$ cat src/inc/bts_map.svh
// constants: reset values, field positions and fixed register indices of the sequencer
`ifndef BTS_MAP_SVH
`define BTS_MAP_SVH
`define BTS_PC_RESET 32'h0000_0000
`define BTS_NXT_RESET 32'h0000_0004
`define BTS_PC_STEP 32'h0000_0004
`define BTS_TRAP_BASE_RESET 32'h0000_0000
`define BTS_SW_TRAP_OFFSET 8'h80
`define BTS_TY_LSB 4
`define BTS_TY_MSB 11
`define BTS_TBA_LSB 12
`define BTS_TRAP_NUM_MSB 6
`define BTS_CALL_LINK_INDEX 5'h0F
`define BTS_TRAP_PC_INDEX 5'h11
`define BTS_TRAP_NXT_INDEX 5'h12
`define BTS_COND_NEVER 4'h0
`define BTS_COND_ALWAYS 4'h8
`define BTS_SUPERVISOR_RESET 1'h1
`define BTS_TRAP_ENABLE_RESET 1'h0
`endif

$ cat src/inc/bts_pkg.sv
// types shared by the branch and trap sequencer
package bts_pkg;
  typedef enum logic [3:0] {
    OP_OTHER,
    OP_INT_BRANCH,
    OP_FLOAT_BRANCH,
    OP_COPROC_BRANCH,
    OP_COND_TRAP,
    OP_CALL,
    OP_JUMP_LINK,
    OP_RETURN_TRAP,
    OP_SAVE,
    OP_RESTORE
  } bts_op_t;
endpackage

$ cat src/bts_cond_eval.sv
// condition evaluator for integer, floating-point and coprocessor condition fields
`timescale 1ns/1ps
module bts_cond_eval (
  input wire logic [3:0] cond_field,
  input wire logic [3:0] int_cond_codes,
  input wire logic [1:0] float_cond_code,
  input wire logic [1:0] coproc_cond_code,
  output logic int_true,
  output logic float_true,
  output logic coproc_true
);
  // integer test; codes are n,z,v,c from msb down, upper half is the complement
  function automatic logic int_test(input logic [3:0] c, input logic [3:0] cc);
    logic n, z, v, cy, r;
    n = cc[3];
    z = cc[2];
    v = cc[1];
    cy = cc[0];
    unique case (c[2:0])
      3'h0: r = 1'b0;
      3'h1: r = z;
      3'h2: r = z | (n ^ v);
      3'h3: r = n ^ v;
      3'h4: r = cy | z;
      3'h5: r = cy;
      3'h6: r = n;
      3'h7: r = v;
    endcase
    return c[3] ? ~r : r;
  endfunction

  // set of two-bit condition values that pass; float and coprocessor tables share it
  function automatic logic [3:0] value_set(input logic [3:0] c);
    logic [3:0] m;
    unique case (c[2:0])
      3'h0: m = 4'h0;
      3'h1: m = 4'hE;
      3'h2: m = 4'h6;
      3'h3: m = 4'hA;
      3'h4: m = 4'h2;
      3'h5: m = 4'hC;
      3'h6: m = 4'h4;
      3'h7: m = 4'h8;
    endcase
    return c[3] ? ~m : m;
  endfunction

  // a call result cannot be indexed, so the set is held in a net first
  logic [3:0] pass_set;
  assign pass_set = value_set(cond_field);

  // float value 0 equal, 1 less, 2 greater, 3 unordered
  always_comb begin
    int_true = int_test(cond_field, int_cond_codes);
    float_true = pass_set[float_cond_code];
    coproc_true = pass_set[coproc_cond_code];
  end
endmodule

$ cat src/bts_sequencer.sv
// branch, trap, call and window sequencer that owns the program counter pair
// Overview of operation
// - true conditional trap enters at once, else no-op
// - trap type field gets trap number plus 128
// - trap number is low seven bits of sum
// - trap entry updates state, links locals, jumps base
// - integer conditions never..overflow, upper half complements
// - floating conditions decoded per sixteen-entry table
// - coprocessor conditions test value against fixed sets
// - return steps window up; illegal if traps enabled
// - return faults enter error mode on listed conditions
// - clean return enables traps, restores supervisor, sets next
// - call target pc-relative word; link into r15
// - jump target register sum; link into destination
// - save decrements window and performs add
// - restore increments window and performs add
// - save and restore check mask, flag over/underflow
// - pc takes next; next advances four or target
// - delayed transfer executes following instruction first
// - delay instruction is the one at next
// - untaken branch annuls delay slot when annul set
// - always-form with annul annuls; taken ignores annul
// - annulled instruction changes nothing and never traps
// - branch target is pc plus four plus displacement
`timescale 1ns/1ps
`include "bts_map.svh"
module bts_sequencer #(
  parameter int NWIN = 8,
  parameter int CW = $clog2(NWIN)
) (
  input wire logic clk,
  input wire logic reset,
  input wire logic instr_valid,
  input wire bts_pkg::bts_op_t instr_op,
  input wire logic [3:0] cond_field,
  input wire logic annul_bit,
  input wire logic imm_select,
  input wire logic [4:0] dest_index,
  input wire logic [31:0] source_reg_one,
  input wire logic [31:0] source_reg_two,
  input wire logic [12:0] signed_short_immediate,
  input wire logic [21:0] branch_displacement,
  input wire logic [29:0] call_displacement,
  input wire logic [3:0] int_cond_codes,
  input wire logic [1:0] float_cond_code,
  input wire logic [1:0] coproc_cond_code,
  input wire logic [NWIN-1:0] window_invalid_mask,
  input wire logic trap_base_wr_en,
  input wire logic [19:0] trap_base_wr_data,
  output logic [31:0] pc_reg,
  output logic [31:0] next_program_counter_reg,
  output logic annul_reg,
  output logic [31:0] trap_base_reg,
  output logic trap_enable_bit_reg,
  output logic supervisor_reg,
  output logic previous_supervisor_bit_reg,
  output logic [CW-1:0] current_window_pointer_reg,
  output logic error_mode_reg,
  output logic link_wr_en_reg,
  output logic [CW-1:0] link_wr_window_reg,
  output logic [4:0] link_wr_index_reg,
  output logic [31:0] link_wr_data_reg,
  output logic trap_nxt_wr_en_reg,
  output logic [31:0] trap_nxt_wr_data_reg,
  output logic software_trap_reg,
  output logic illegal_instr_trap_reg,
  output logic reset_trap_reg,
  output logic window_overflow_reg,
  output logic window_underflow_reg
);
  import bts_pkg::*;

  logic int_true, float_true, coproc_true;
  logic [CW-1:0] wp_inc, wp_dec;
  logic inc_invalid, dec_invalid;

  bts_cond_eval u_bts_cond_eval (
    .cond_field(cond_field),
    .int_cond_codes(int_cond_codes),
    .float_cond_code(float_cond_code),
    .coproc_cond_code(coproc_cond_code),
    .int_true(int_true),
    .float_true(float_true),
    .coproc_true(coproc_true)
  );

  bts_window_unit #(.NWIN(NWIN), .CW(CW)) u_bts_window_unit (
    .wp(current_window_pointer_reg),
    .invalid_mask(window_invalid_mask),
    .wp_inc(wp_inc),
    .wp_dec(wp_dec),
    .inc_invalid(inc_invalid),
    .dec_invalid(dec_invalid)
  );

  // instruction acceptance; an annulled slot only steps the counter pair
  logic go, exec;
  assign go = instr_valid & ~error_mode_reg;
  assign exec = go & ~annul_reg;

  // operand sum shared by trap number, jump target, return target and window add
  logic [31:0] reg_sum, trap_base_addr, branch_target, call_target;
  assign reg_sum = source_reg_one + (imm_select ?
    {{19{signed_short_immediate[12]}}, signed_short_immediate} : source_reg_two);
  assign trap_base_addr = {trap_base_reg[31:`BTS_TBA_LSB], `BTS_TBA_LSB'(0)};
  assign branch_target = pc_reg + `BTS_PC_STEP +
    {{10{branch_displacement[21]}}, branch_displacement};
  assign call_target = pc_reg + {call_displacement, 2'h0};

  // branch evaluation across the three condition sources
  logic is_branch, branch_true, always_form;
  always_comb begin
    is_branch = 1'b0;
    branch_true = 1'b0;
    unique case (instr_op)
      OP_INT_BRANCH: begin
        is_branch = 1'b1;
        branch_true = int_true;
      end
      OP_FLOAT_BRANCH: begin
        is_branch = 1'b1;
        branch_true = float_true;
      end
      OP_COPROC_BRANCH: begin
        is_branch = 1'b1;
        branch_true = coproc_true;
      end
      default: begin
        is_branch = 1'b0;
        branch_true = 1'b0;
      end
    endcase
  end
  assign always_form = (cond_field == `BTS_COND_ALWAYS);

  // outcome terms of each executed transfer
  logic trap_taken, ret_exec, ret_illegal, ret_fault, ret_ok;
  logic save_ok, save_ovf, restore_ok, restore_unf;
  assign trap_taken = exec & (instr_op == OP_COND_TRAP) & int_true;
  assign ret_exec = exec & (instr_op == OP_RETURN_TRAP);
  assign ret_illegal = ret_exec & trap_enable_bit_reg;
  assign ret_fault = ret_exec & ~trap_enable_bit_reg &
    (~supervisor_reg | inc_invalid | (reg_sum[1:0] != 2'h0));
  assign ret_ok = ret_exec & ~ret_illegal & ~ret_fault;
  assign save_ok = exec & (instr_op == OP_SAVE) & ~dec_invalid;
  assign save_ovf = exec & (instr_op == OP_SAVE) & dec_invalid;
  assign restore_ok = exec & (instr_op == OP_RESTORE) & ~inc_invalid;
  assign restore_unf = exec & (instr_op == OP_RESTORE) & inc_invalid;

  // next values of the counter pair
  logic [31:0] pc_next, next_program_counter_next;
  always_comb begin
    pc_next = pc_reg;
    next_program_counter_next = next_program_counter_reg;
    if (go) begin
      pc_next = next_program_counter_reg;
      next_program_counter_next = next_program_counter_reg + `BTS_PC_STEP;
    end
    if (trap_taken) begin
      pc_next = trap_base_addr;
      next_program_counter_next = trap_base_addr + `BTS_PC_STEP;
    end else if (exec) begin
      // only the next counter moves, so the slot at the old next runs first
      if (is_branch && branch_true) begin
        next_program_counter_next = branch_target;
      end else if (instr_op == OP_CALL) begin
        next_program_counter_next = call_target;
      end else if (instr_op == OP_JUMP_LINK) begin
        next_program_counter_next = reg_sum;
      end else if (ret_ok) begin
        next_program_counter_next = reg_sum;
      end
    end
    // illegal and fatal returns hand control to trap logic, pair is held
    if (ret_illegal || ret_fault) begin
      pc_next = pc_reg;
      next_program_counter_next = next_program_counter_reg;
    end
  end

  // program counter pair
  always_ff @(posedge clk) begin
    if (reset) begin
      pc_reg <= `BTS_PC_RESET;
      next_program_counter_reg <= `BTS_NXT_RESET;
    end else begin
      pc_reg <= pc_next;
      next_program_counter_reg <= next_program_counter_next;
    end
  end

  // annul flag for the coming delay slot; taken conditional ignores the bit
  always_ff @(posedge clk) begin
    if (reset) begin
      annul_reg <= 1'b0;
    end else if (go) begin
      annul_reg <= exec & is_branch & annul_bit & (~branch_true | always_form);
    end
  end

  // processor state bits and window pointer
  always_ff @(posedge clk) begin
    if (reset) begin
      trap_enable_bit_reg <= `BTS_TRAP_ENABLE_RESET;
      supervisor_reg <= `BTS_SUPERVISOR_RESET;
      previous_supervisor_bit_reg <= 1'b0;
      current_window_pointer_reg <= '0;
    end else if (trap_taken) begin
      trap_enable_bit_reg <= 1'b0;
      previous_supervisor_bit_reg <= supervisor_reg;
      supervisor_reg <= 1'b1;
      current_window_pointer_reg <= wp_dec;
    end else if (ret_ok) begin
      trap_enable_bit_reg <= 1'b1;
      supervisor_reg <= previous_supervisor_bit_reg;
      current_window_pointer_reg <= wp_inc;
    end else if (save_ok) begin
      current_window_pointer_reg <= wp_dec;
    end else if (restore_ok) begin
      current_window_pointer_reg <= wp_inc;
    end
  end

  // error mode is sticky until reset
  always_ff @(posedge clk) begin
    if (reset) begin
      error_mode_reg <= 1'b0;
    end else if (ret_fault) begin
      error_mode_reg <= 1'b1;
    end
  end

  // trap base register; a taken trap and a software write of the base in one cycle both land, on separate fields
  always_ff @(posedge clk) begin
    if (reset) begin
      trap_base_reg <= `BTS_TRAP_BASE_RESET;
    end else begin
      if (trap_base_wr_en) begin
        trap_base_reg[31:`BTS_TBA_LSB] <= trap_base_wr_data;
      end
      if (trap_taken) begin
        trap_base_reg[`BTS_TY_MSB:`BTS_TY_LSB] <= `BTS_SW_TRAP_OFFSET +
          {1'b0, reg_sum[`BTS_TRAP_NUM_MSB:0]};
      end
    end
  end

  // register file write-backs for links, trap locals and window adds
  always_ff @(posedge clk) begin
    if (reset) begin
      link_wr_en_reg <= 1'b0;
      link_wr_window_reg <= '0;
      link_wr_index_reg <= 5'h00;
      link_wr_data_reg <= 32'h0000_0000;
      trap_nxt_wr_en_reg <= 1'b0;
      trap_nxt_wr_data_reg <= 32'h0000_0000;
    end else begin
      link_wr_en_reg <= 1'b0;
      trap_nxt_wr_en_reg <= 1'b0;
      link_wr_window_reg <= current_window_pointer_reg;
      if (trap_taken) begin
        link_wr_en_reg <= 1'b1;
        link_wr_window_reg <= wp_dec;
        link_wr_index_reg <= `BTS_TRAP_PC_INDEX;
        link_wr_data_reg <= pc_reg;
        trap_nxt_wr_en_reg <= 1'b1;
        trap_nxt_wr_data_reg <= next_program_counter_reg;
      end else if (exec && instr_op == OP_CALL) begin
        link_wr_en_reg <= 1'b1;
        link_wr_index_reg <= `BTS_CALL_LINK_INDEX;
        link_wr_data_reg <= pc_reg;
      end else if (exec && instr_op == OP_JUMP_LINK) begin
        link_wr_en_reg <= 1'b1;
        link_wr_index_reg <= dest_index;
        link_wr_data_reg <= pc_reg;
      end else if (save_ok || restore_ok) begin
        // sources read in the old window, result lands in the new one
        link_wr_en_reg <= 1'b1;
        link_wr_window_reg <= save_ok ? wp_dec : wp_inc;
        link_wr_index_reg <= dest_index;
        link_wr_data_reg <= reg_sum;
      end
    end
  end

  // one-cycle event pulses toward the trap logic
  always_ff @(posedge clk) begin
    if (reset) begin
      software_trap_reg <= 1'b0;
      illegal_instr_trap_reg <= 1'b0;
      reset_trap_reg <= 1'b0;
      window_overflow_reg <= 1'b0;
      window_underflow_reg <= 1'b0;
    end else begin
      software_trap_reg <= trap_taken;
      illegal_instr_trap_reg <= ret_illegal;
      reset_trap_reg <= ret_fault;
      window_overflow_reg <= save_ovf;
      window_underflow_reg <= restore_unf;
    end
  end
endmodule

$ cat src/bts_window_unit.sv
// window pointer stepping with wrap and invalid-mask check
`timescale 1ns/1ps
module bts_window_unit #(
  parameter int NWIN = 8,
  parameter int CW = $clog2(NWIN)
) (
  input wire logic [CW-1:0] wp,
  input wire logic [NWIN-1:0] invalid_mask,
  output logic [CW-1:0] wp_inc,
  output logic [CW-1:0] wp_dec,
  output logic inc_invalid,
  output logic dec_invalid
);
  localparam logic [CW-1:0] LAST = CW'(NWIN - 1);

  // wrap by compare so a window count that is not a power of two still works
  always_comb begin
    wp_inc = (wp == LAST) ? '0 : wp + CW'(1);
    wp_dec = (wp == '0) ? LAST : wp - CW'(1);
    inc_invalid = invalid_mask[wp_inc];
    dec_invalid = invalid_mask[wp_dec];
  end
endmodule
$ cat config.mk
export PLATFORM = sky130hd
export DESIGN_NAME = bts_sequencer
export DESIGN_NICKNAME = d
export VERILOG_FILES = /design/src/inc/bts_pkg.sv /design/src/bts_cond_eval.sv /design/src/bts_sequencer.sv /design/src/bts_window_unit.sv
export VERILOG_INCLUDE_DIRS = /design/src /design/src/inc
export SDC_FILE = /design/constraint.sdc
export NUM_CORES = 1
export LEC_CHECK = 0
export BUFFER_PORTS_ARGS = -buffer_cell sky130_fd_sc_hd__buf_4
export CELL_PAD_IN_SITES_DETAIL_PLACEMENT = 1
export CELL_PAD_IN_SITES_GLOBAL_PLACEMENT = 1
export CORE_UTILIZATION = 39
export CTS_CLUSTER_DIAMETER = 80
export CTS_CLUSTER_SIZE = 25
export DETAILED_ROUTE_END_ITERATION = 12
export PLACE_DENSITY = 0.82
export SLEW_MARGIN = 25
export SYNTH_ARGS = -nofsm -noshare
export SYNTH_HDL_FRONTEND = slang
export SYNTH_SLANG_ARGS = --single-unit
$ cat constraint.sdc
create_clock -name clk -period 5.3 [get_ports clk]
set_clock_uncertainty 0.05 [all_clocks]
set_input_delay 0.53 -clock clk [delete_from_list [all_inputs] [get_ports clk]]
set_output_delay 0.53 -clock clk [all_outputs]
set_load 0.005 [all_outputs]
==> results.yml <==
outcome:
  status: "complete, no violations"
logic_synthesis:
  yosys.cell_types.count: 90
  postSynthCellCount: 1974
  synth-edff-count: 0
  syn-cell-area_mm2: 0.0147
  syn_area_per_cell_um2: 7.44
  yosysWarnings: 0
  ys_async_sr_fraction_pct: 0
  synth_seq_cells: 178
  ys.flop_type: "dfxtp_1"
  synth-seq-area-share_pct: 24.3
clock_network:
  cts_buffers: 17
  cts_resized: 0
  cts_tree: "done"
  clock_sink_count: 178
  htreeDepth: 4
  clockRootBuffer: "clkbuf_16"
  worstSkewPairLatency_ns: 0.47
  hold_buffers: 0
  cts_max_path_buffers: 2
  clkSlewWorstSetupHoldPaths_ns: 0.08
  cts_setup_buffers: 0
setup_path:
  regToRegStartpoint: "pc_reg[1]$_SDFFE_PP0P_"
  critical-path-top-delay-family: "compound AO/OA/AOI/OAI gates"
  cp-end-kind: "flop"
  start_kind: "input port"
  cp_max_fo: 33
  path_cells: "buf_4 > mux2_2 > ha_1 > inv_1 > fa_1 > nand2_1 > nor3_1 > nor2b_2 > a21o_1 > buf_4 > o21ai_0 > a21oi_1 > a21oi_1 > a221oi_1 > a21o_1"
  worstPathArrival_ns: 4.27
  crit_path_max_incr_delay_ns: 0.61
  required_ns: 5.66
  cp.buffers_inverters: 3
  crit_slowest_cell: "fa_1"
  worst-setup-path-type: "input port to flop"
  crit_path_start: "imm_select"
timing:
  rsz0062_at_grt: "false"
  fmax_ghz: 0.256
  hold_viol_final: 0
  finalSetupViolations: 0
  slew_headroom_pct: 35.9
  worst_slew_pin_slew_ns: 0.962
  tns_ns: 0
  drv_slew: 0
  layout_setup_ws_ns: 1.39
  whs_ns: 0.244
  period_minus_slack_ns: 3.91
  fin_crit_sh_pct: 73.8
hold_path:
  hold_path_class: "input port to flop"
  min_from: "instr_op[0]"
floorplan:
  die_w_um: 196
  dieArea_mm2: 0.0384
  io_pins: 367
  row_count: 70
  die_height_um: 196
  start_util_pct: 39.8
  core_area_mm2: 0.0369
grt:
  antenna_found_initial: 1
  grt_overflow: 0
  track_usage_pct: 34.2
  grt_max_degree: 82
  grt_pass1_vias: 16700
  grt_pass1_wl_mm: 100
layout:
  regArea_mm2: 0.00356
  area_growth_pct: 24.5
  multi_input_area_mm2: 0.0104
  nets: 2565
  num-fill-cells: 4661
  drive_gt1_share_pct: 20.4
route:
  drc: 0
  first_pass_iters: 5
  routed_via_density: 6.05
  drt_iter0_drc: 1300
  wire_per_inst_um: 24.3
  vias: 16700
  routed_wl_mm: 67.2
  ant_nets: 0
flow_run:
  max_cap_viol_count: 0
placed_design:
  port_buffers: 362
  gp_congestion: 0.910
  post-place-ws_ns: 1.06
  dp_hpwl_mm: 52.5
pwr:
  p_leak_nw: 8.08
  powerDensity_mw_per_mm2: 243
  peakVddDrop_mv: 0.213
kinds of logic (layout without fill, tap and decap cells):
| logic type | Yosys count | in the layout | synth area share [%] |
|---|---|---|---|
| simple gates | 711 | 711 | 21.7 |
| compound gates | 605 | 605 | 27.0 |
| buf+inv | 191 | 474 | 5.26 |
| flops | 178 | 178 | 24.3 |
| fa+ha+maj | 134 | 134 | 11.6 |
| xor+xnor | 102 | 102 | 6.08 |
| mux | 52 | 52 | 4.12 |
| other cells | 1 | 5 | 0.0255 |
synth_stat cells (14+ instances only):
cell type / number / area, µm²
a211oi_1: 29 / 218
a21o_1: 45 / 338
a21oi_1: 176 / 881
a311oi_1: 33 / 289
a31oi_1: 26 / 163
and3_1: 15 / 93.8
buf_2: 14 / 70.1
clkbuf_1: 95 / 357
dfxtp_1: 178 / 3560
ha_1: 131 / 1640
inv_1: 60 / 225
mux2_2: 14 / 158
mux2i_1: 32 / 320
nand2_1: 294 / 1100
nand3_1: 46 / 230
nand4_1: 23 / 144
nor2_1: 196 / 736
nor3_1: 33 / 165
o211ai_1: 20 / 150
o21a_1: 14 / 105
o21ai_0: 117 / 586
or3_1: 15 / 93.8
xnor2_1: 57 / 499
xor2_1: 45 / 394
area by class of cell:
type                       count  share of cell area (%)
antenna                        1                  0.0137
clock buffer                  18                    2.40
clock inverter                14                   0.876
inverter                      60                    1.23
multi-input combinational   1608                    56.8
sequential                   178                    19.5
tap                          504                    3.45
timing repair buffer         382                    15.7
cells in the final DEF, fill, tap and decap left out, types with 29 or more instances in the layout:
master    netlist  final
nor2_1        196    193
ha_1          131    131
a21o_1         45     45
mux2i_1        32     32
a211oi_1       29     29
inv_1          60     60
nand2_1       294    294
xnor2_1        57     57
a311oi_1       33     33
nor3_1         33     33
a21oi_1       176    176
dfxtp_1       178    178
nand3_1        46     45
o21ai_0       117    117
buf_4           8    382
xor2_1         45     45
layer usage:
metal | track usage [%] | wire, µm
met1 | 46.1 | 29300
met2 | 53.9 | 29900
met3 | 7.31 | 6120
met4 | 11.6 | 1900
met5 | 0 | 0
final timing paths:
kind         depth (start not counted)  slack (ns)                                         to
max                                 15        1.39  next_program_counter_reg[11]$_SDFFE_PP0N_
min                                  2        0.24             window_overflow_reg$_SDFF_PP0_
max reg2reg                         13        1.41  next_program_counter_reg[27]$_SDFFE_PP0N_
min reg2reg                          2        0.41      trap_nxt_wr_data_reg[21]$_SDFFE_PP0P_
stage by stage:
stage                     util [%]  power [mW]  std cells  area, µm²
after CTS                     49.6        4.42       2764      18300
after detailed placement      47.9        3.07       2732      17700
after global routing          49.6        4.62       2764      18300
after floorplan                  -        2.42       1977      14700
after global placement        47.9        3.03       2732      17700
final                         49.6        4.45       2765      18300
report_power, final:
group	leakage (nW)	internal, mW	switching [mW]
combinational	6.33	0.624	0.892
sequential	1.45	1.41	0.166
clock	0.293	0.686	0.672
No activity file was read; power rests on OpenSTA's default activity.
